$ cat src/design/rsts_cfg.svh
`ifndef RSTS_CFG_SVH
`define RSTS_CFG_SVH
`define RSTS_CLK_HZ         100000000
`define RSTS_TEMP_PERIOD_S  10
`define RSTS_RAM_PERIOD_S   60
`define RSTS_ROM_PERIOD_S   10
`define RSTS_SET_PERIOD_S   10
`define RSTS_PULSE_S        5
`define RSTS_TEMP_WARN_LO   -16'sd40
`define RSTS_TEMP_WARN_HI   16'sd85
`define RSTS_TEMP_FAIL_LO   -16'sd50
`define RSTS_TEMP_FAIL_HI   16'sd100
`define RSTS_ADC_EXPECT     8'h10
`define RSTS_ST_TEMP_WARN   0
`define RSTS_ST_TEMP_FAIL   1
`define RSTS_ST_RAM         2
`define RSTS_ST_ROM         3
`define RSTS_ST_ADC         4
`define RSTS_ST_ACT_SET     5
`define RSTS_ST_NV_SET      6
`define RSTS_ST_DIFF_RAM    7
`define RSTS_ST_DIFF_ROM    8
`define RSTS_ST_DIFF_CFG    9
`define RSTS_ST_BOARD       10
`define RSTS_ST_W           11
`endif

$ cat src/design/rsts_pkg.sv
package rsts_pkg;
  typedef struct packed {
    logic        valid;
    logic        pass;
  } rsts_result_t;

  typedef struct packed {
    logic        temp_valid;
    logic [15:0] temp_c;
    rsts_result_t ram;
    rsts_result_t rom;
    rsts_result_t act_set;
    rsts_result_t nv_set;
    rsts_result_t diff_ram;
    rsts_result_t diff_rom;
    rsts_result_t diff_cfg;
  } rsts_check_t;

  typedef struct packed {
    logic        temp;
    logic        ram;
    logic        rom;
    logic        act_set;
    logic        nv_set;
  } rsts_req_t;

  typedef enum logic [1:0] {
    RSTS_ALM_IDLE  = 2'b00,
    RSTS_ALM_PULSE = 2'b01,
    RSTS_ALM_LATCH = 2'b11
  } rsts_alm_t;
endpackage

$ cat src/design/rsts_supervisor.sv
`include "rsts_cfg.svh"
`timescale 1ns/1ns
`default_nettype none
module rsts_supervisor #(
  parameter int unsigned SEC_CYCLES = `RSTS_CLK_HZ
) (
  input  wire logic                 i_ref_clk,          // System clock, 100 MHz.
  input  wire logic                 i_rst_n,            // Asynchronous reset, active low.
  input  wire logic                 i_ce,               // Clock enable.
  input  wire rsts_pkg::rsts_check_t i_chk,             // Check results from test engines.
  input  wire logic                 i_qcycle_tick,      // Quarter power-system cycle pulse.
  input  wire logic                 i_adc_conv,         // One A/D conversion done pulse.
  input  wire logic                 i_interval_tick,    // Processing interval end pulse.
  input  wire logic                 i_diff_hw_ack,      // Differential hardware answered.
  input  wire logic                 i_wdog_expired,     // Watchdog timer expired.
  input  wire logic                 i_crystal_ok,       // Crystal monitor sees oscillation.
  input  wire logic                 i_proc_fault,       // Processor fault pulse.
  input  wire logic [7:0]           i_proc_vector,      // Vector number of that fault.
  output var  rsts_pkg::rsts_req_t  o_req,              // Start pulses for periodic checks.
  output logic [`RSTS_ST_W-1:0]     o_status,           // Software-readable status report.
  output logic                      o_protection_en,    // Protection enabled.
  output logic                      o_contacts_en,      // Output contacts may energise.
  output logic                      o_diff_protection_enabled_flag, // Differential enabled.
  output logic                      o_diff_hw_alarm_flag, // Differential hardware alarm.
  output logic                      o_alarm,            // Alarm contact in alarm state.
  output logic                      o_proc_halt,        // Main processor halted.
  output logic                      o_crystal_fail_message, // Crystal_fail_message message shown.
  output logic                      o_processor_fault_message, // Vector message shown.
  output logic [7:0]                o_fault_vector      // Vector number for the message.
);
  import rsts_pkg::*;

  localparam int unsigned PULSE_CYC = `RSTS_PULSE_S * SEC_CYCLES;

  function automatic logic failed(input rsts_result_t r);
    failed = r.valid && !r.pass;
  endfunction

  // ==========================================================
  // Seconds tick and check schedule
  // ==========================================================
  logic [31:0] sec_cnt;
  logic        sec_tick;
  logic [5:0]  sec10;
  logic [5:0]  sec60;

  assign sec_tick = (sec_cnt == 32'(SEC_CYCLES - 1));

  always_ff @(posedge i_ref_clk or negedge i_rst_n)
  begin
    if (!i_rst_n)
    begin
      sec_cnt <= 32'h0;
      sec10   <= 6'h0;
      sec60   <= 6'h0;
    end
    else if (i_ce)
    begin
      sec_cnt <= sec_tick ? 32'h0 : sec_cnt + 32'h1;
      if (sec_tick)
      begin
        sec10 <= (sec10 == 6'(`RSTS_TEMP_PERIOD_S - 1)) ? 6'h0 : sec10 + 6'h1;
        sec60 <= (sec60 == 6'(`RSTS_RAM_PERIOD_S - 1)) ? 6'h0 : sec60 + 6'h1;
      end
    end
  end

  always_ff @(posedge i_ref_clk or negedge i_rst_n)
  begin
    if (!i_rst_n)
      o_req <= '0;
    else if (i_ce)
    begin
      o_req.temp    <= sec_tick && sec10 == 6'(`RSTS_TEMP_PERIOD_S - 1);
      o_req.ram     <= sec_tick && sec60 == 6'(`RSTS_RAM_PERIOD_S - 1);
      o_req.rom     <= sec_tick && sec10 == 6'(`RSTS_ROM_PERIOD_S - 1);
      o_req.act_set <= sec_tick && sec10 == 6'(`RSTS_SET_PERIOD_S - 1);
      o_req.nv_set  <= sec_tick && sec10 == 6'(`RSTS_SET_PERIOD_S - 1);
    end
  end

  // ==========================================================
  // Conversion count per quarter cycle
  // ==========================================================
  logic [7:0] conv_cnt;
  logic       adc_bad;

  always_ff @(posedge i_ref_clk or negedge i_rst_n)
  begin
    if (!i_rst_n)
    begin
      conv_cnt <= 8'h0;
      adc_bad  <= 1'b0;
    end
    else if (i_ce)
    begin
      if (i_qcycle_tick)
      begin
        conv_cnt <= 8'h0;
        adc_bad  <= (conv_cnt + {7'h0, i_adc_conv}) != `RSTS_ADC_EXPECT;
      end
      else
      begin
        if (i_adc_conv && conv_cnt != 8'hff)
          conv_cnt <= conv_cnt + 8'h1;
        adc_bad <= 1'b0;
      end
    end
  end

  // ==========================================================
  // Grading: latched failures and self-clearing warning
  // ==========================================================
  logic signed [15:0] t;
  logic               temp_warn_now;
  logic               temp_fail_now;
  logic               board_bad;

  assign t = $signed(i_chk.temp_c);
  assign temp_fail_now = i_chk.temp_valid &&
                         (t < `RSTS_TEMP_FAIL_LO || t > `RSTS_TEMP_FAIL_HI);
  assign temp_warn_now = (t < `RSTS_TEMP_WARN_LO || t > `RSTS_TEMP_WARN_HI);
  assign board_bad = i_interval_tick && (!i_diff_hw_ack || i_wdog_expired);

  always_ff @(posedge i_ref_clk or negedge i_rst_n)
  begin
    if (!i_rst_n)
      o_status <= '0;
    else if (i_ce)
    begin
      if (i_chk.temp_valid)
        o_status[`RSTS_ST_TEMP_WARN] <= temp_warn_now;
      if (temp_fail_now)
        o_status[`RSTS_ST_TEMP_FAIL] <= 1'b1;
      if (failed(i_chk.ram))
        o_status[`RSTS_ST_RAM] <= 1'b1;
      if (failed(i_chk.rom))
        o_status[`RSTS_ST_ROM] <= 1'b1;
      if (adc_bad)
        o_status[`RSTS_ST_ADC] <= 1'b1;
      if (failed(i_chk.act_set))
        o_status[`RSTS_ST_ACT_SET] <= 1'b1;
      if (failed(i_chk.nv_set))
        o_status[`RSTS_ST_NV_SET] <= 1'b1;
      if (failed(i_chk.diff_ram))
        o_status[`RSTS_ST_DIFF_RAM] <= 1'b1;
      if (failed(i_chk.diff_rom))
        o_status[`RSTS_ST_DIFF_ROM] <= 1'b1;
      if (failed(i_chk.diff_cfg))
        o_status[`RSTS_ST_DIFF_CFG] <= 1'b1;
      if (board_bad)
        o_status[`RSTS_ST_BOARD] <= 1'b1;
    end
  end

  // ==========================================================
  // Dedicated crystal and processor supervision
  // ==========================================================
  always_ff @(posedge i_ref_clk or negedge i_rst_n)
  begin
    if (!i_rst_n)
    begin
      o_crystal_fail_message    <= 1'b0;
      o_processor_fault_message <= 1'b0;
      o_fault_vector            <= 8'h0;
    end
    else if (i_ce)
    begin
      if (!i_crystal_ok)
        o_crystal_fail_message <= 1'b1;
      if (i_proc_fault && !o_processor_fault_message)
      begin
        o_processor_fault_message <= 1'b1;
        o_fault_vector            <= i_proc_vector;
      end
    end
  end

  // Halt derives from the same causes, kept out of the status report.
  logic halt_now;
  assign halt_now = !i_crystal_ok || i_proc_fault;

  always_ff @(posedge i_ref_clk or negedge i_rst_n)
  begin
    if (!i_rst_n)
      o_proc_halt <= 1'b0;
    else if (i_ce && halt_now)
      o_proc_halt <= 1'b1;
  end

  // ==========================================================
  // Protection actions
  // ==========================================================
  logic main_fail;
  logic diff_fail;
  logic next_main_fail;
  logic next_diff_fail;

  assign main_fail = |{o_status[`RSTS_ST_NV_SET:`RSTS_ST_TEMP_FAIL]} || o_proc_halt;
  assign diff_fail = |{o_status[`RSTS_ST_BOARD:`RSTS_ST_DIFF_RAM]};
  assign next_main_fail = temp_fail_now || failed(i_chk.ram) || failed(i_chk.rom) ||
                          adc_bad || failed(i_chk.act_set) || failed(i_chk.nv_set) ||
                          halt_now;
  assign next_diff_fail = failed(i_chk.diff_ram) || failed(i_chk.diff_rom) ||
                          failed(i_chk.diff_cfg) || board_bad;

  always_ff @(posedge i_ref_clk or negedge i_rst_n)
  begin
    if (!i_rst_n)
    begin
      o_protection_en                <= 1'b1;
      o_contacts_en                  <= 1'b1;
      o_diff_protection_enabled_flag <= 1'b1;
      o_diff_hw_alarm_flag           <= 1'b0;
    end
    else if (i_ce)
    begin
      if (main_fail || next_main_fail)
      begin
        o_protection_en <= 1'b0;
        o_contacts_en   <= 1'b0;
      end
      if (diff_fail || next_diff_fail)
      begin
        o_diff_protection_enabled_flag <= 1'b0;
        o_diff_hw_alarm_flag           <= 1'b1;
      end
    end
  end

  // ==========================================================
  // Alarm output: pulsed or latched
  // ==========================================================
  rsts_alm_t   alm;
  logic [31:0] pulse_cnt;
  logic        warn_rise;
  logic        warn_d;

  assign warn_rise = temp_warn_now && i_chk.temp_valid && !o_status[`RSTS_ST_TEMP_WARN];

  always_ff @(posedge i_ref_clk or negedge i_rst_n)
  begin
    if (!i_rst_n)
    begin
      alm       <= RSTS_ALM_IDLE;
      pulse_cnt <= 32'h0;
      o_alarm   <= 1'b0;
      warn_d    <= 1'b0;
    end
    else if (i_ce)
    begin
      warn_d <= warn_rise;
      unique case (alm)
        RSTS_ALM_IDLE, RSTS_ALM_PULSE:
        begin
          if (next_main_fail)
          begin
            alm     <= RSTS_ALM_LATCH;
            o_alarm <= 1'b1;
          end
          else if (next_diff_fail || warn_d)
          begin
            alm       <= RSTS_ALM_PULSE;
            pulse_cnt <= 32'(PULSE_CYC - 1);
            o_alarm   <= 1'b1;
          end
          else if (alm == RSTS_ALM_PULSE)
          begin
            if (pulse_cnt == 32'h0)
            begin
              alm     <= RSTS_ALM_IDLE;
              o_alarm <= 1'b0;
            end
            else
              pulse_cnt <= pulse_cnt - 32'h1;
          end
        end
        RSTS_ALM_LATCH:
          o_alarm <= 1'b1;
        default:
          alm <= RSTS_ALM_LATCH;
      endcase
    end
  end
endmodule
`default_nettype wire

$ cat config.mk
export PLATFORM = sky130hd
export DESIGN_NAME = rsts_supervisor
export DESIGN_NICKNAME = d
export VERILOG_FILES = /design/src/design/rsts_pkg.sv /design/src/design/rsts_supervisor.sv
export VERILOG_INCLUDE_DIRS = /design/src /design/src/design
export SDC_FILE = /design/constraint.sdc
export NUM_CORES = 1
export LEC_CHECK = 0
export BUFFER_PORTS_ARGS = -buffer_cell sky130_fd_sc_hd__buf_2
export CAP_MARGIN = 20
export CORE_AREA = 3 3 103 144
export DETAILED_ROUTE_END_ITERATION = 8
export DIE_AREA = 0 0 106 147
export HOLD_SLACK_MARGIN = 0.12
export PLACE_DENSITY = 0.69
export RECOVER_POWER = 50
export SKIP_CTS_REPAIR_TIMING = 1
export SLEW_MARGIN = 20
export SYNTH_ARGS = -nofsm -noshare
export SYNTH_HDL_FRONTEND = slang
export SYNTH_SLANG_ARGS = --single-unit
$ cat constraint.sdc
create_clock -name i_ref_clk -period 2.9 [get_ports i_ref_clk]
set_input_delay 0.145 -clock i_ref_clk [delete_from_list [all_inputs] [get_ports i_ref_clk]]
set_output_delay 0.145 -clock i_ref_clk [all_outputs]
set_load 0.005 [all_outputs]
==> reports/results.ini, run 1 <==
[cts]
cts_buffers = 17
clkLatencyLatePin_ns = 0.41
cts.path.max_buffers = 2
cts_max_level = 4
clock_tree_from_tritoncts = yes
number_of_sinks_on_the_clock_net = 116
cts_root_buf = clkbuf_16
path_clk_slew_ns = 0.05

[yosys]
ys.warnings.count = 0
async_set_or_reset_register_ratio_after_synthesis = 1.00
synth_cell_type_count = 66
avgSynthCellArea_um2 = 9.72
synth_edf_count = 0
sequential_share_of_the_synthesized_area = 0.480
synthesis.area_um2 = 6060
syn-instance-count = 623
synth_fp_nets = 680
flip_flop_and_latch_count_after_synthesis = 116
synthTopCellsByArea = dfrtp_1 47%, xnor2_1 3.8%, nor2_1 3.0%
synth.most_common_cell = dfrtp_1
synthTopCellsByCount = 114 x dfrtp_1, 49 x nor2_1, 44 x nand2_1, 36 x o21ai_0, 34 x nand3_1
synth_largest_area_cell = dfrtp_1
synth_top_area_share = 0.471
synth_top_flop_cell = dfrtp_1

[timing]
final_min_period_over_clock_period = 0.967
timing.setup.tns_ns = 0
slew_headroom = -0.104
fmax_mhz = 357
final_max_slew_viol_count = 67
layout_min_cycle_time_ns = 2.80
setup_repair_after_global_routing_missed_its_margin = false
setup_violations = 0
finClkSkew_ns = 0.00665
hold_viol = 0
worstMarginPinSlew_ns = 1.66

[grt]
via_count_of_the_first_global_routing_pass = 5296
global_route.overflow_total = 0
grt_usage = 0.196
number_of_antenna_violations_at_the_first_check_in_global_routing = 0
grt_start_max_net_pins = 67
first_pass_grt_wire_length_um = 25000

[layout]
final_net_count = 794
area_growth_pct = 23.6
core_util_final = 0.554
antennaDiodeCount = 0
drive_gt1_frac = 0.180

[status]
violations_in_the_final_reports = max-capacitance violations, max-slew violations
run_status = complete, but fails checks

[pwr]
worst_ir_drop_vdd_v = 0.000421
power.density_nw_per_um2 = 562
cellLeakagePower_nw = 3.31

[worst_hold_path]
worst_hold_path_type = input pin to flip-flop

[worst_setup_path]
worst_setup_path_end_kind = flip-flop
worst_ep_required_time_ns = 3.14
critPathLaunchType = input pin
timing_worst_setup_path_type = input pin to flip-flop
cp.arrival_ns = 3.04
critical_path.max_fanout = 28

[floorplan]
floorplan.rows = 50
core_area_um2 = 13500
chip_height_um = 147
design.die.area_um2 = 15600
top_level_ports = 81
initial_utilization = 0.448
chipWidth_um = 106

[drt]
number_of_vias_per_cell = 5.68
dr.pass1.iters = 5
post_drt_wl_per_cell_um = 16.0
detail-route-antenna-nets = 0
route.vias.total = 5293
remaining_drc_errors = 0
totalWireLength_um = 14900
drt_iter0_markers = 219

[flow_run]
maxCapViolCount = 1

[place]
finalWeightedCongestion = 0.851
numPortBuffers = 80
detailedPlacementHpwl_um = 10600

## sequential cells by signal, indices dropped and copies added (netlist names), 2 cells and up
name            cells
o_fault_vector      8
pulse_cnt          32
o_status           11
sec_cnt            32
sec10               6
sec60               6
o_req               2
alm                 2
conv_cnt            8
## stage by stage
| stage | power [W] | std cells | setup slack, ns | hold WS, ns | area (µm²) |
|---|---|---|---|---|---|
| after global routing | 0.00439 | 932 | 0.00202 | 0.136 | 7480 |
| after CTS | 0.00421 | 907 | 0.0892 | -0.129 | 7260 |
| after global placement | 0.00221 | 875 | 0.231 | 0.311 | 6710 |
| final | 0.00421 | 932 | 0.0969 | 0.118 | 7480 |
| after detailed placement | 0.00224 | 875 | 0.120 | 0.307 | 6710 |
| after floorplan | 0.00204 | 623 | 0.306 | -0.151 | 6060 |
## where the power goes
group,total (W),leakage [nW],internal [W],switching (W)
sequential,0.00179,1.48,0.00170,0.0000898
clock,0.00197,0.266,0.00120,0.000770
combinational,0.000449,1.57,0.000199,0.000251
## logic make-up after synthesis
| kind of cell | synth area share |
|---|---|
| AOI/OAI and AO/OA | 0.153 |
| buffers and inverters | 0.0388 |
| xor gates and xnor gates | 0.0535 |
| and+or+nand+nor | 0.228 |
| DFF | 0.480 |
| muxes | 0.0287 |
| adders and majority gates | 0.0182 |
## placed cells by master, fill, tap and decap left out, drive strengths merged, types with 11 or more instances in the layout
master / n
nor2: 50
mux2: 11
dfrtp: 114
nand4: 17
nand2: 44
buf: 81
or4: 11
inv: 22
xnor2: 26
xor2: 11
a21o: 11
and3: 12
o21ai: 37
a21oi: 24
o31ai: 11
nand3: 34
nor3: 21
dlygate4sd3: 25
clkbuf: 41
nor4: 15
## final cells by class
cell class / instances / area [µm²]
inverter: 21 / 78.8
tap: 182 / 228
clock buffer: 20 / 447
multi-input combinational: 454 / 2940
clock inverter: 12 / 108
sequential: 116 / 2910
timing repair buffer: 127 / 782
fill: 1202 / 6030
## critical path: stages
cell and delay, ns:
dlygate4sd3_1 0.54, buf_2 0.14, nor2b_1 0.19, nand4_1 0.17, nor4b_1 0.53, o21ai_2 0.44, buf_4 0.30, o41ai_1 0.33
o311ai_0 0.25
## routing by layer
metal	wire length, µm	part of all wire	global-route usage	vias to the layer above
li1	-	-	-	2517
met1	6170	0.41	0.236	2610
met2	7810	0.52	0.340	130
met3	590	0.040	0.0426	36
met4	363	0.024	0.0752	0
met5	0	0	0	-
## path summary, 6_finish.rpt
kind                                            from                   end  slack (ns)  cells past startpoint
worst max-delay path                    i_proc_fault         pulse_cnt[26]         0.1                      9
worst min-delay path                        i_chk[4]           o_status[7]        0.12                      3
worst max register to register         pulse_cnt[27]         pulse_cnt[22]        0.19                      6
worst min register to register  o_diff_hw_alarm_flag  o_diff_hw_alarm_flag        0.47                      1
max in group asynchronous                    i_rst_n           sec_cnt[10]        0.93                      3
min in group asynchronous                    i_rst_n         pulse_cnt[10]        0.68                      2
Power figures use the tool's default switching activity.
==> run 2, diff against run 1 <==
--- a/config.mk
+++ b/config.mk
@@ -6,11 +6,12 @@
 export SDC_FILE = /design/constraint.sdc
 export NUM_CORES = 1
 export LEC_CHECK = 0
+export ABC_AREA = 1
 export BUFFER_PORTS_ARGS = -buffer_cell sky130_fd_sc_hd__buf_2
 export CAP_MARGIN = 20
-export CORE_AREA = 3 3 103 144
+export CORE_AREA = 3 3 109 153
 export DETAILED_ROUTE_END_ITERATION = 8
-export DIE_AREA = 0 0 106 147
+export DIE_AREA = 0 0 112 156
 export HOLD_SLACK_MARGIN = 0.12
 export PLACE_DENSITY = 0.69
 export RECOVER_POWER = 50
==> reports/results.ini, run 2 <==
[status]
run_status = complete, but fails checks
violations_in_the_final_reports = max-capacitance violations, max-slew violations

[cts]
number_of_sinks_on_the_clock_net = 116
clkLatencyLatePin_ns = 0.41
cts_buffers = 17
clock_tree_from_tritoncts = yes
cts_max_level = 4
path_clk_slew_ns = 0.05
cts_root_buf = clkbuf_16
cts.path.max_buffers = 2

[yosys]
synth_top_flop_cell = dfrtp_1
async_set_or_reset_register_ratio_after_synthesis = 1.00
flip_flop_and_latch_count_after_synthesis = 116
synthesis.area_um2 = 6890
synthTopCellsByArea = dfrtp_1 41%, nand2_1 12%, nor2_1 6.9%
synth.most_common_cell = nand2_1
synth_edf_count = 0
synthTopCellsByCount = 224 x nand2_1, 127 x nor2_1, 114 x dfrtp_1, 90 x inv_1, 59 x nand3_1
syn-instance-count = 902
synth_largest_area_cell = dfrtp_1
ys.warnings.count = 0
avgSynthCellArea_um2 = 7.63
synth_top_area_share = 0.414
synth_fp_nets = 959
sequential_share_of_the_synthesized_area = 0.422
synth_cell_type_count = 51

[grt]
grtUsageMet3 = 0.0392
grt.met2_usage = 0.345
global_route.overflow_total = 0
via_count_of_the_first_global_routing_pass = 5990
global_route_met1_utilization = 0.216
grt_start_max_net_pins = 89
number_of_antenna_violations_at_the_first_check_in_global_routing = 0
grt_usage = 0.189
first_pass_grt_wire_length_um = 27400
busiest_layer = met2

[place]
numPortBuffers = 80
finalWeightedCongestion = 0.883
dp.cells = 1163
detailedPlacementHpwl_um = 12000

[layout]
drive_gt1_frac = 0.148
area_growth_pct = 19.5
antennaDiodeCount = 0
final_net_count = 1067
multiInputGateArea_um2 = 3480
fillerInstances = 1433
most-common-layout-cells = 224 x nand2_1, 127 x nor2_1, 114 x dfrtp_1, 91 x inv_1, 59 x nand3_1
leading_cell_type_in_the_layout_fill_and_taps_excluded = nand2_1
fin_cells = 1218
reg_top3 = pulse_cnt: 32 flops, sec_cnt: 32 flops, o_status: 11 flops
layout.area.seq_um2 = 2910

[worst_setup_path]
critical_path.max_fanout = 36
timing_worst_setup_path_type = flip-flop to flip-flop
cp.arrival_ns = 2.43
worst_setup_path_end_kind = flip-flop
ff2ff_setup_slack_ns = 0.77
worst_ep_required_time_ns = 3.20
critPathLaunchType = flip-flop

[floorplan]
top_level_ports = 81
initial_utilization = 0.445
chip_height_um = 156
design.die.area_um2 = 17500
chipWidth_um = 112
core_area_um2 = 15500
floorplan.rows = 54

[timing]
final_min_period_over_clock_period = 0.735
fmax_mhz = 469
slew_headroom = -0.119
final_max_slew_viol_count = 29
setup_repair_after_global_routing_missed_its_margin = false
timing.setup.tns_ns = 0
setup_violations = 0
finClkSkew_ns = 0.00861
worstMarginPinSlew_ns = 1.68
hold_viol = 0
layout_min_cycle_time_ns = 2.13

[drt]
dr.pass1.iters = 5
totalWireLength_um = 16400
drt_iter0_markers = 434
detail-route-antenna-nets = 0
route.vias.total = 6237
remaining_drc_errors = 0
number_of_vias_per_cell = 5.12
post_drt_wl_per_cell_um = 13.5

[pwr]
power.density_nw_per_um2 = 539
cellLeakagePower_nw = 4.13
worst_ir_drop_vdd_v = 0.000480

[worst_hold_path]
worst_hold_path_type = input pin to flip-flop

[flow_run]
maxCapViolCount = 1

==> run 2: cell types whose count changed after synthesis, sizes merged, moves of 11 or more <==
cell / previous run / this run
or4: 11 / 0
nand2: 44 / 241
and3: 12 / 1
nand3: 34 / 62
clkbuf: 22 / 6
a21oi: 24 / 10
xor2: 11 / 32
o21ai: 37 / 55
inv: 21 / 98
nor2: 50 / 140
==> run 2: final timing paths <==
check / from / endpoint / cells after the start
max: pulse_cnt[0] / pulse_cnt[7] / 12
min: i_wdog_expired / o_status[10] / 3
max reg2reg: pulse_cnt[0] / pulse_cnt[7] / 12
min reg2reg: o_diff_hw_alarm_flag / o_diff_hw_alarm_flag / 1
max in group asynchronous: i_rst_n / o_contacts_en / 3
min in group asynchronous: i_rst_n / sec60[3] / 2
==> run 2: layer usage <==
metal  vias to the layer above  routed length, µm
li1                       3137                  -
met1                      2916               6640
met2                       147               8800
met3                        37                559
met4                         0                435
met5                         -                  0
==> run 2: area by class of cell <==
class | instances | area share
multi-input combinational | 668 | 0.422
tap | 196 | 0.0298
sequential | 116 | 0.353
clock buffer | 23 | 0.0581
inverter | 98 | 0.0450
timing repair buffer | 109 | 0.0797
clock inverter | 8 | 0.0122
==> run 2: kinds of logic after synthesis <==
| logic type | after synthesis | share of synthesized area |
|---|---|---|
| AOI/OAI and AO/OA | 88 | 0.0736 |
| xor gates and xnor gates | 50 | 0.0636 |
| and+or+nand+nor | 514 | 0.340 |
| adders and majority gates | 8 | 0.0145 |
| muxes | 8 | 0.0131 |
| buffers and inverters | 118 | 0.0734 |
| DFF | 116 | 0.422 |
==> run 2: report_power, final <==
group	leakage [nW]	switching (W)	internal [W]
logic	2.43	0.000347	0.000203
clock network	0.283	0.000722	0.00133
registers	1.41	0.000118	0.00172
==> run 2: per-stage QoR <==
stage	setup WS (ns)	instance area, µm²	total power [W]	hold WS (ns)	util
6_report	0.769	8230	0.00444	0.134	0.532
5_1_grt	0.528	8230	0.00465	0.135	0.532
4_1_cts	0.753	8030	0.00445	-0.333	0.519
3_5_place_dp	0.771	7450	0.00239	0.102	0.481
3_3_place_gp	0.805	7450	0.00238	0.0991	0.481
2_1_floorplan	1.14	6890	0.00220	-0.151	-
==> run 2: worst max-delay path: stages (launching register included) <==
cell     delay (ns)
dfrtp_1        0.34
inv_1          0.07
ha_1           0.27
nand2_2        0.14
nor2_4         0.06
nand4_2        0.11
nand3_2        0.07
nand2_2        0.08
nand3_4        0.08
nor2_8         0.37
inv_4          0.25
nand2_1        0.12
nand2_1        0.05
==> run 3, diff against run 2 <==
--- a/config.mk
+++ b/config.mk
@@ -13,7 +13,7 @@
 export DETAILED_ROUTE_END_ITERATION = 8
 export DIE_AREA = 0 0 112 156
 export HOLD_SLACK_MARGIN = 0.12
-export PLACE_DENSITY = 0.69
+export PLACE_DENSITY = 0.72
 export RECOVER_POWER = 50
 export SKIP_CTS_REPAIR_TIMING = 1
 export SLEW_MARGIN = 20
==> constraint.sdc (replaced) <==
create_clock -name i_ref_clk -period 1.9 [get_ports i_ref_clk]
set_input_delay 0.095 -clock i_ref_clk [delete_from_list [all_inputs] [get_ports i_ref_clk]]
set_output_delay 0.095 -clock i_ref_clk [all_outputs]
set_load 0.005 [all_outputs]
==> reports/results.ini, run 3 (synthesis results as in run 2) <==
[status]
run_status = complete, no violations

[worst_setup_path]
timing_worst_setup_path_type = flip-flop to flip-flop
worst_ep_required_time_ns = 2.26
ff2ff_setup_slack_ns = 0.07
critPathLaunchType = flip-flop
worst_setup_path_end_kind = flip-flop
reg2reg_depth = 11
cp.arrival_ns = 2.19
critical_path.max_fanout = 4

[layout]
reg_top3 = pulse_cnt: 32 flops, sec_cnt: 32 flops, o_status: 11 flops
antennaDiodeCount = 0
final_net_count = 1109
leading_cell_type_in_the_layout_fill_and_taps_excluded = nand2_1
core_util_final = 0.569
most-common-layout-cells = 220 x nand2_1, 113 x dfrtp_1, 112 x nor2_1, 90 x inv_1, 76 x buf_2
final_cell_area_um2 = 8800
drive_gt1_frac = 0.226
area_growth_pct = 27.7

[place]
postPlaceCellArea_um2 = 7690
detailedPlacementHpwl_um = 12400
numPortBuffers = 80
finalWeightedCongestion = 0.941
dp_slack_ns = 0.0175

[drt]
route.vias.total = 6571
remaining_drc_errors = 0
number_of_vias_per_cell = 5.21
totalWireLength_um = 17900
post_drt_wl_per_cell_um = 14.2
dr.pass1.iters = 5
detail-route-antenna-nets = 0
drt_iter0_markers = 568

[timing]
final_min_period_over_clock_period = 0.966
setup_repair_after_global_routing_missed_its_margin = true
hold_viol = 0
worstMarginPinSlew_ns = 0.985
slew_headroom = 0.344
layout_min_cycle_time_ns = 1.83
fmax_mhz = 545
finClkSkew_ns = 0.00857
post-route-worst-setup-slack_ns = 0.0655
final_max_slew_viol_count = 0
setup_violations = 0

[pwr]
power.density_nw_per_um2 = 814
cellLeakagePower_nw = 4.43
worst_ir_drop_vdd_v = 0.000708
fin_total_pwr_w = 0.00716

[grt]
global_route.overflow_total = 0
via_count_of_the_first_global_routing_pass = 6266
first_pass_grt_wire_length_um = 28600
number_of_antenna_violations_at_the_first_check_in_global_routing = 0
grt_usage = 0.198
grt_start_max_net_pins = 47

[floorplan]
top_level_ports = 81
core_area_um2 = 15500
chip_height_um = 156
initial_utilization = 0.445
chipWidth_um = 112
design.die.area_um2 = 17500
floorplan.rows = 54

[worst_hold_path]
worstHoldPathCells = 4
worst_hold_path_type = input pin to flip-flop

[cts]
clock_tree_from_tritoncts = yes
path_clk_slew_ns = 0.06
cts_max_level = 4
cts.path.max_buffers = 2
cts_buffers = 17
cts_root_buf = clkbuf_16
number_of_sinks_on_the_clock_net = 116
clkLatencyLatePin_ns = 0.43

[flow_run]
maxCapViolCount = 0

==> run 3: cell types whose count changed in the layout (fill, tap and decap cells not counted), moves of 13 or more <==
cell      change
buf_4        +33
nor2_2       +13
buf_2        +18
clkbuf_1     -22
nor2_1       -15
==> run 3: final cells by class <==
type	count	area, µm²
Inverter	98	375
Fill cell	1344	6680
Sequential cell	116	2910
Clock inverter	15	195
Multi-Input combinational cell	668	3590
Clock buffer	17	425
Tap cell	196	245
Timing Repair Buffer	151	1060
==> run 3: final timing paths <==
kind	from	endpoint
max	sec_cnt[1]	sec_cnt[26]
min reg2reg	pulse_cnt[0]	pulse_cnt[0]
min in group asynchronous	i_rst_n	sec60[4]
max reg2reg	sec_cnt[1]	sec_cnt[26]
min	i_adc_conv	conv_cnt[0]
max in group asynchronous	i_rst_n	sec_cnt[17]
==> run 3: worst max-delay path, stage by stage, from the launching register on <==
cell	delay [ns]
dfrtp_1	0.35
ha_2	0.21
nand2_4	0.07
nor2_4	0.14
nand2_4	0.08
nor2_4	0.11
nand4_1	0.19
nor2_2	0.19
nand2_2	0.10
o21ai_1	0.12
nand2_1	0.08
nor2_1	0.11
==> run 3: report_power, final <==
| group | switching [W] | internal, W | total, W |
|---|---|---|---|
| Clock | 0.00129 | 0.00210 | 0.00338 |
| Sequential | 0.000175 | 0.00262 | 0.00280 |
| Combinational | 0.000598 | 0.000382 | 0.000980 |
| Total | 0.00206 | 0.00510 | 0.00716 |
==> run 3: metal layers <==
metal | GRT usage | up-vias | share of wire
li1 | - | 3221 | -
met1 | 0.224 | 3137 | 0.39
met2 | 0.363 | 156 | 0.54
met3 | 0.0400 | 57 | 0.035
met4 | 0.0848 | 0 | 0.033
met5 | 0 | - | 0
==> run 3: per-stage QoR <==
stage	setup TNS (ns)	std cells	hold slack, ns
floorplan	0	902	-0.201
global placement	0	1193	0.0998
detailed placement	0	1193	0.102
CTS	0	1225	-0.353
global route	-0.256	1261	0.165
finish	0	1261	0.140
